[config.mk]
export PLATFORM = sky130hd
export DESIGN_NAME = call_bit_exec
export DESIGN_NICKNAME = d
export VERILOG_FILES = /design/src/exec_pkg.sv /design/src/call_bit_exec.sv
export SDC_FILE = /design/constraint.sdc
export NUM_CORES = 1
export LEC_CHECK = 0
export ABC_AREA = 1
export BUFFER_PORTS_ARGS = -buffer_cell sky130_fd_sc_hd__buf_4
export CAP_MARGIN = 10
export CORE_UTILIZATION = 38
export DETAILED_ROUTE_END_ITERATION = 12
export PLACE_DENSITY = 0.74
export SETUP_SLACK_MARGIN = 0.15
export SLEW_MARGIN = 20
export SYNTH_ARGS = -nofsm -noshare
export SYNTH_HDL_FRONTEND = slang
export SYNTH_SLANG_ARGS = --single-unit
[constraint.sdc]
create_clock -name MCLK_I -period 1.8 [get_ports MCLK_I]
set_input_delay 0.27 -clock MCLK_I [delete_from_list [all_inputs] [get_ports MCLK_I]]
set_output_delay 0.27 -clock MCLK_I [all_outputs]
set_load 0.01 [all_outputs]
[src/exec_pkg.sv]
// Shared constants and carrier types for the call and bit-operation executor.
// Assumes a 14-bit instruction word and a 13-bit program counter.
package exec_pkg;

    localparam int PC_W        = 13;
    localparam int INSN_W      = 14;
    localparam int FADDR_W     = 7;
    localparam int DATA_W      = 8;

    // Opcode fields.
    localparam int CALL_TOP    = 13;
    localparam int CALL_BOT    = 11;
    localparam int IMM_TOP     = 10;
    localparam int BIT_TOP     = 9;
    localparam int BIT_BOT     = 7;
    localparam int OP_TOP      = 13;
    localparam int OP_BOT      = 10;
    localparam int LATCH_TOP   = 4;
    localparam int LATCH_BOT   = 3;

    localparam logic [2:0] CALL_CODE     = 3'h4;
    localparam logic [3:0] BIT_SET_CODE  = 4'h5;
    localparam logic [3:0] BIT_TEST_CODE = 4'h7;

    localparam logic [PC_W-1:0] PC_RESET = 13'h0000;
    localparam int CALL_CYCLES  = 2;

    typedef enum logic [1:0] {
        ST_RUN   = 2'h0,
        ST_FLUSH = 2'h1
    } exec_state_t;

    // Register file write request.
    typedef struct packed {
        logic               en;
        logic [FADDR_W-1:0] addr;
        logic [DATA_W-1:0]  data;
    } reg_write_t;

    // Stack push request.
    typedef struct packed {
        logic            en;
        logic [PC_W-1:0] addr;
    } stack_push_t;

endpackage

[src/call_bit_exec.sv]
// Executor for the subroutine call, bit set and bit test skip operations.
// Assumes the fetch stage presents one instruction per cycle with its PC,
// and the register file returns read data for FADDR_O in the same cycle.
`timescale 1ns/100ps
module call_bit_exec (
    input  wire logic                        MCLK_I,
    input  wire logic                        RSTN_I,
    input  wire logic                        INSN_VALID_I,
    input  wire logic [exec_pkg::INSN_W-1:0] INSN_I,
    input  wire logic [exec_pkg::PC_W-1:0]   PC_I,
    input  wire logic [7:0]                  PC_PAGE_HIGH_LATCH_I,
    input  wire logic [exec_pkg::DATA_W-1:0] RDATA_I,
    output logic [exec_pkg::FADDR_W-1:0]     FADDR_O,
    output exec_pkg::reg_write_t             REG_WRITE_O,
    output exec_pkg::stack_push_t            STACK_TOP_PUSH_O,
    output logic                             PC_LOAD_O,
    output logic [exec_pkg::PC_W-1:0]        PC_TARGET_O,
    output logic                             FLUSH_O
);

    exec_pkg::exec_state_t state_reg;
    exec_pkg::exec_state_t state_next;

    // One-hot select of a data bit for the set and test decodes.
    function automatic logic [exec_pkg::DATA_W-1:0] bit_mask(
        input logic [2:0] sel
    );
        bit_mask = 8'h01 << sel;
    endfunction

    wire logic run        = (state_reg == exec_pkg::ST_RUN) && INSN_VALID_I;
    wire logic is_call    =
        INSN_I[exec_pkg::CALL_TOP:exec_pkg::CALL_BOT] == exec_pkg::CALL_CODE;
    wire logic [3:0] op4  = INSN_I[exec_pkg::OP_TOP:exec_pkg::OP_BOT];
    wire logic is_bset    = op4 == exec_pkg::BIT_SET_CODE;
    wire logic is_btest   = op4 == exec_pkg::BIT_TEST_CODE;
    wire logic [2:0] bsel = INSN_I[exec_pkg::BIT_TOP:exec_pkg::BIT_BOT];
    wire logic [7:0] mask = bit_mask(bsel);
    wire logic do_call    = run && is_call;
    wire logic do_bset    = run && is_bset;
    wire logic do_skip    = run && is_btest && ((RDATA_I & mask) != 8'h00);

    // Call target and stack push.
    wire logic [exec_pkg::PC_W-1:0] call_target = {
        PC_PAGE_HIGH_LATCH_I[exec_pkg::LATCH_TOP:exec_pkg::LATCH_BOT],
        INSN_I[exec_pkg::IMM_TOP:0]};
    wire logic [exec_pkg::PC_W-1:0] ret_addr =
        exec_pkg::PC_W'(PC_I + 13'h0001);

    assign FADDR_O = INSN_I[exec_pkg::FADDR_W-1:0];

    wire logic [exec_pkg::DATA_W-1:0] set_data;
    for (genvar i = 0; i < exec_pkg::DATA_W; i++) begin : g_set_bit
        assign set_data[i] = RDATA_I[i] | mask[i];
    end

    always_comb begin
        state_next = state_reg;
        case (state_reg)
            exec_pkg::ST_RUN: begin
                if (do_call || do_skip) begin
                    state_next = exec_pkg::ST_FLUSH;
                end
            end
            exec_pkg::ST_FLUSH: begin
                state_next = exec_pkg::ST_RUN;
            end
            default: begin
                state_next = exec_pkg::ST_RUN;
            end
        endcase
    end

    always_ff @(posedge MCLK_I or negedge RSTN_I) begin
        if (!RSTN_I) begin
            state_reg <= exec_pkg::ST_RUN;
        end else begin
            state_reg <= state_next;
        end
    end

    always_ff @(posedge MCLK_I or negedge RSTN_I) begin
        if (!RSTN_I) begin
            STACK_TOP_PUSH_O <= '0;
        end else begin
            STACK_TOP_PUSH_O.en   <= do_call;
            STACK_TOP_PUSH_O.addr <= ret_addr;
        end
    end

    always_ff @(posedge MCLK_I or negedge RSTN_I) begin
        if (!RSTN_I) begin
            PC_LOAD_O   <= 1'b0;
            PC_TARGET_O <= exec_pkg::PC_RESET;
        end else begin
            PC_LOAD_O   <= do_call;
            PC_TARGET_O <= call_target;
        end
    end

    always_ff @(posedge MCLK_I or negedge RSTN_I) begin
        if (!RSTN_I) begin
            REG_WRITE_O <= '0;
        end else begin
            REG_WRITE_O.en   <= do_bset;
            REG_WRITE_O.addr <= INSN_I[exec_pkg::FADDR_W-1:0];
            REG_WRITE_O.data <= set_data;
        end
    end

    assign FLUSH_O = state_reg == exec_pkg::ST_FLUSH;

    property p_push;
        @(posedge MCLK_I) disable iff (!RSTN_I)
        do_call |=> STACK_TOP_PUSH_O.en &&
            STACK_TOP_PUSH_O.addr == $past(PC_I) + 13'h0001;
    endproperty
    a_push: assert property (p_push) else $error("Return push wrong.");

    property p_low;
        @(posedge MCLK_I) disable iff (!RSTN_I)
        do_call |=> PC_LOAD_O && PC_TARGET_O[exec_pkg::IMM_TOP:0] ==
            $past(INSN_I[exec_pkg::IMM_TOP:0]);
    endproperty
    a_low: assert property (p_low) else $error("Low target wrong.");

    property p_high;
        @(posedge MCLK_I) disable iff (!RSTN_I)
        do_call |=> PC_TARGET_O[exec_pkg::PC_W-1:exec_pkg::IMM_TOP+1] ==
            $past(PC_PAGE_HIGH_LATCH_I[exec_pkg::LATCH_TOP:
                                       exec_pkg::LATCH_BOT]);
    endproperty
    a_high: assert property (p_high) else $error("High target wrong.");

    property p_two;
        @(posedge MCLK_I) disable iff (!RSTN_I)
        do_call |=> FLUSH_O ##1 !FLUSH_O;
    endproperty
    a_two: assert property (p_two) else $error("Call not two cycles.");

    property p_flush_quiet;
        @(posedge MCLK_I) disable iff (!RSTN_I)
        FLUSH_O |=> !STACK_TOP_PUSH_O.en && !REG_WRITE_O.en;
    endproperty
    a_flush_quiet: assert property (p_flush_quiet)
        else $error("Flushed slot executed.");

    property p_bset;
        @(posedge MCLK_I) disable iff (!RSTN_I)
        do_bset |=> REG_WRITE_O.en &&
            REG_WRITE_O.data == ($past(RDATA_I) | (8'h01 << $past(bsel)));
    endproperty
    a_bset: assert property (p_bset) else $error("Bit set wrong.");

    property p_bset_one;
        @(posedge MCLK_I) disable iff (!RSTN_I)
        REG_WRITE_O.en |-> $past(do_bset);
    endproperty
    a_bset_one: assert property (p_bset_one) else $error("Stray write.");

    property p_load_cause;
        @(posedge MCLK_I) disable iff (!RSTN_I)
        PC_LOAD_O |-> $past(do_call) && STACK_TOP_PUSH_O.en;
    endproperty
    a_load_cause: assert property (p_load_cause)
        else $error("PC load without call.");

    property p_push_cause;
        @(posedge MCLK_I) disable iff (!RSTN_I)
        STACK_TOP_PUSH_O.en |-> $past(do_call);
    endproperty
    a_push_cause: assert property (p_push_cause)
        else $error("Push without call.");

    // Cycles from taking a call to taking the next word.
    localparam int CALL_SPAN = exec_pkg::CALL_CYCLES;

    property p_call_span;
        @(posedge MCLK_I) disable iff (!RSTN_I)
        do_call |-> ##CALL_SPAN (state_reg == exec_pkg::ST_RUN);
    endproperty
    a_call_span: assert property (p_call_span)
        else $error("Call span wrong.");

    property p_flush_cause;
        @(posedge MCLK_I) disable iff (!RSTN_I)
        FLUSH_O |-> $past(do_call || do_skip);
    endproperty
    a_flush_cause: assert property (p_flush_cause)
        else $error("Flush without cause.");

    property p_bset_addr;
        @(posedge MCLK_I) disable iff (!RSTN_I)
        do_bset |=> REG_WRITE_O.addr ==
            $past(INSN_I[exec_pkg::FADDR_W-1:0]);
    endproperty
    a_bset_addr: assert property (p_bset_addr)
        else $error("Bit set address wrong.");

    property p_bset_single;
        @(posedge MCLK_I) disable iff (!RSTN_I)
        do_bset |=> !FLUSH_O && !STACK_TOP_PUSH_O.en && !PC_LOAD_O;
    endproperty
    a_bset_single: assert property (p_bset_single)
        else $error("Bit set not single cycle.");

endmodule

# --- Word level (Yosys, flattened, before mapping) ---
# Index checks and enable logic that the tools add are counted.
totals:
  in_bits: 46
  latch_bits: 0
  mem_bits_ro: 0
  ramBits: 0
  memories: 0
  elab_cells: 33
  register_bits: 45
op_classes:
  n_bitwise: 9
  order_cmp: 0
  n_eq_ne: 5
  n_div: 0
  shifts: 1
  n_mux: 2
  mul: 0
  n_addsub: 1
  n_reduce_logical: 8
op_table:
  columns: ["op", "n"]
  rows:
  - ["adder 13 x 1 -> 13 bit, second input constant", 1]
  - ["bitwise AND 8 bit", 1]
  - ["== test 4 x 3 -> 1 bit, second input constant", 2]
  - ["OR 1 bit", 8]
  - ["nonzero test 8 bit", 1]
  - ["left shift 1 x 3 -> 8 bit, first input constant", 1]
  - ["logical AND 1 bit", 5]
  - ["2-to-1 mux 2 bit", 2]
  - ["== test 3 bit, second input constant", 1]
  - ["== test 2 x 1 -> 1 bit, second input constant", 1]
  - ["zero test 2 bit", 1]
  - ["!= test 2 x 1 -> 1 bit, second input constant", 1]
  - ["logical OR 1 bit", 1]

# --- Depth between registers and ports, before layout ---
depth:
  word_depth: 7
  ltp_mapped: 8

# --- Worst setup path before layout ---
# No wires, ideal clock.
synth_timing:
  kind: "input port to flip-flop"
  from: "input port PC_I[0] (netlist name)"
  to: "register STACK_TOP_PUSH_O[12] (netlist name)"
  setup_time_ps: 122
  slack_ps: 768
  t_arrival_ps: 909
  stages: 5
  required_ps: 1678
  cell_sequence: "ha_1 > nand3_2 > nor2_4 > nand2_2 > xnor2_2"
synth_between:
  elab_chain_cells: 1
synth_lines:
  columns: ["item", "line", "rtl"]
  rows:
  - ["start: declaration", "call_bit_exec.sv:10", "input wire logic [exec_pkg::PC_W-1:0] PC_I,"]
  - ["adder 13 x 1 -> 13 bit", "call_bit_exec.sv:48", "exec_pkg::PC_W'(PC_I + 13'h0001);"]
  - ["via ret_addr, one bit", "call_bit_exec.sv:47", "wire logic [exec_pkg::PC_W-1:0] ret_addr ="]
  - ["end: declaration", "call_bit_exec.sv:15", "output exec_pkg::stack_push_t STACK_TOP_PUSH_O,"]
# The timed path passes the listed nets, and every way through them passes these cells.
# A chain may end at the register's enable or synchronous reset.

# --- Worst setup path after layout ---
layout_timing:
  from: "register PC_LOAD_O"
  to: "output port PC_LOAD_O"
layout_lines:
  columns: ["item", "line", "rtl"]
  rows:
  - ["start: declaration", "call_bit_exec.sv:16", "output logic PC_LOAD_O,"]
  - ["start signal: assignment", "call_bit_exec.sv:96", "PC_LOAD_O <= do_call;"]
# No word-level cell between the ends.

==> qor.txt <==
========================================================================================
Post-route setup TNS ......................................................         0 ns
Final clock period utilization by the worst path ..........................        0.608
Number of cells produced by synthesis .....................................          134
CTS H-Tree Depth ..........................................................            2
Number of vias per cell ...................................................         4.49
Setup Viol. Count Final ...................................................            0
Worst Max-Slew Pin Slew ...................................................     0.438 ns
Run status ................................................................ complete, no violations
Worst path slowest cell ...................................................      dfrtp_1
Number of buffers inserted to repair setup after CTS ......................            0
Number of buffers between clock root and the deepest sink .................            2
Setup crit start kind .....................................................         flop
Maximum clock frequency ...................................................      913 MHz
Category of cells accounting for the largest share of critical-path delay .   flip-flops
CP endpoint kind .......................................................... primary output
Post-route minimum period .................................................      1.09 ns
Clock Sink Count ..........................................................           37
Area of the die ...........................................................   4350 sq um
Cell taking the most area after synthesis .................................      dfrtp_1
Root Buffer ...............................................................     clkbuf_8
Global routing usage summed across all routing layers .....................        0.152
Most frequent standard cell in the layout excluding fill and tap cells ....        buf_4
Wire length of the first global-routing pass .............................. 4790 microns
Number of antenna repair diodes ...........................................            0
Crit path cell chain ......................................................        buf_4
Worst clock skew ..........................................................   0.00485 ns
Initial cell density of the core ..........................................        0.409
First-iteration detailed-routing DRC count ................................           63
Fraction of post-synthesis cell area in the top cell type by area .........        0.595
Setup repair after global routing missed its margin .......................        false
DP Cell Count .............................................................          255
Final core occ ............................................................        0.602
Half-perimeter wire length after placement ................................ 2420 microns
Worst IR drop on VDD ......................................................   0.000409 V
Maximum number of pins on one net before global-route repair ..............           38
CP Data Required Time .....................................................      1.53 ns
Max FFs per register ......................................................           15
Register bit count reported by yosys ......................................           37
Syn. warnings .............................................................            0
Largest register by flop count ............................................  REG_WRITE_O
Count of different cell masters after synthesis ...........................           25
Number of antenna violations at the first check in global routing .........            0
Count of placed standard cells in the final layout, fillers left out ......          264
FP Rows ...................................................................           22
Total CTS buffers .........................................................            5
Max_slew headroom .........................................................        0.708
Chip height ............................................................... 66.0 microns
Sequential cell area ......................................................    926 sq um
Area of the multi-input gates .............................................    442 sq um
Data arrival time of the worst path .......................................      0.82 ns
Number of ports placed on the die boundary ................................           98
Static leakage ............................................................   0.00118 uW
Number of global-route vias before repair .................................         1076
Count of maximum capacitance violations ...................................            0
Final antenna-violating net count .........................................            0
Clock slew at reported path FFs ...........................................      0.07 ns
Fill cell instance count of the final layout ..............................          332
Worst path max stage delay ................................................      0.39 ns
Cell types with the largest area share after synthesis .................... dfrtp_1 60%, buf_4 8.2%, nand2_1 3.6%, a31o_2 3.4%, nand4_1 3.2%
Total via count after detailed routing ....................................         1186
Net Count, Synth ..........................................................          181
Path category of the worst min-delay check ................................ input pin to flop
Setup Crit Path Kind ...................................................... flop to primary output
Die X-Extent .............................................................. 66.0 microns
Mean post-synth cell area .................................................   11.6 sq um
Net total in the final layout .............................................          262
Post-synthesis instance area ..............................................   1560 sq um
Top flop regs ............................................................. REG_WRITE_O: 15 flops, STACK_TOP_PUSH_O: 13 flops, PC_TARGET_O: 7 flops
Cts repair resizes ........................................................            0
Wirelength per Cell ....................................................... 11.6 microns
Fraction of layout cells with a size suffix above 1 .......................        0.556
Pins over their slew limit ................................................            0
Remaining routing DRC violations ..........................................            0
Count of input and output buffers .........................................           91
Synthesis-to-finish area growth ...........................................        47.0%
Number of hold violations in the final report .............................            0
Crit path buf inv count ...................................................            1
Final weighted congestion in routability-driven placement .................        0.712
Total overflow reported by the global router ..............................            0
Cell area power density ...................................................  841 nW/um^2
Clock latency on the worst-skew pair ......................................      0.28 ns
DRT Pass-1 Iters ..........................................................            4
Sequential fraction of the synthesis area .................................        0.595
Peak fanout along the critical path .......................................            2
Highest-count cells in the layout ignoring fill and taps .................. 91 x buf_4, 37 x dfrtp_1, 15 x nand2_1
Total detailed-routing wirelength ......................................... 3060 microns
Area inside the core boundary .............................................   3800 sq um
Clock tree from TritonCTS .................................................         done
========================================================================================
## repair_timing
item / 4_1_cts / 5_1_grt
hold buffers: 1 / 0
hold endpoints to repair: 37 / 0
setup endpoints to repair: 0 / 0
## metrics by stage
stage / setup WS [ns] / cell area [sq um] / hold slack, ns / total power [uW]
floorplan: 0.768 / 1560 / -0.0256 / 1040
global placement: 0.608 / 2160 / 0.251 / 1220
detailed placement: 0.589 / 2160 / 0.250 / 1220
CTS: 0.685 / 2290 / 0.0754 / 1950
global route: 0.668 / 2290 / 0.0658 / 2020
finish: 0.705 / 2290 / 0.0894 / 1920
## per-layer routing
metal,up-vias,routed length (microns),global-route usage
met4,0,55,0.0718
met5,-,0,0
met2,60,1500,0.258
met1,541,1080,0.147
met3,6,431,0.0862
li1,579,-,-
## report_power, final
group | total (uW) | switching (uW) | internal (uW)
registers | 893 | 14.9 | 878
logic | 307 | 143 | 164
clock network | 722 | 271 | 451
total | 1920 | 428 | 1490
## worst paths after layout
path | slack [ns] | depth (start not counted) | end | start
worst min register to register | 0.57 | 3 | REG_WRITE_O[15] | state_reg[0]
worst max-delay path | 0.71 | 1 | PC_LOAD_O | PC_LOAD_O
worst max register to register | 0.91 | 5 | state_reg[0] | state_reg[0]
worst min-delay path | 0.09 | 1 | PC_TARGET_O[11] | PC_PAGE_HIGH_LATCH_I[3]
max in group asynchronous | 1.02 | 2 | state_reg[0] | RSTN_I
min in group asynchronous | 0.48 | 2 | REG_WRITE_O[1] | RSTN_I
## cell type report
| class | count | area share |
|---|---|---|
| Inverter | 13 | 0.0213 |
| Clock inverter | 1 | 0.0131 |
| Sequential cell | 37 | 0.405 |
| Clock buffer | 7 | 0.0378 |
| Multi-Input combinational cell | 66 | 0.193 |
| Tap cell | 48 | 0.0263 |
| Timing Repair Buffer | 92 | 0.303 |
## kinds of logic (layout without fill, tap and decap cells)
kind of cell	after synthesis	in the layout	synth area share
adder cells (fa/ha/maj)	1	1	0.00804
buffers and inverters	31	113	0.121
AND/OR/NAND/NOR	47	47	0.174
AO/OA/AOI/OAI	9	9	0.0467
flip-flops	37	37	0.595
XOR/XNOR	9	9	0.0555
## Yosys cell counts, drive strengths merged
cell type  instances
nand3              7
nand3b             1
dfrtp             37
inv               13
nor3               2
a31o               6
buf               18
nor3b              2
o21ai              1
nand2             18
nand4              8
xnor2              4
xor2               5
ha                 1
nor2               9
a21o               2
(Power assumes the default switching activity.)
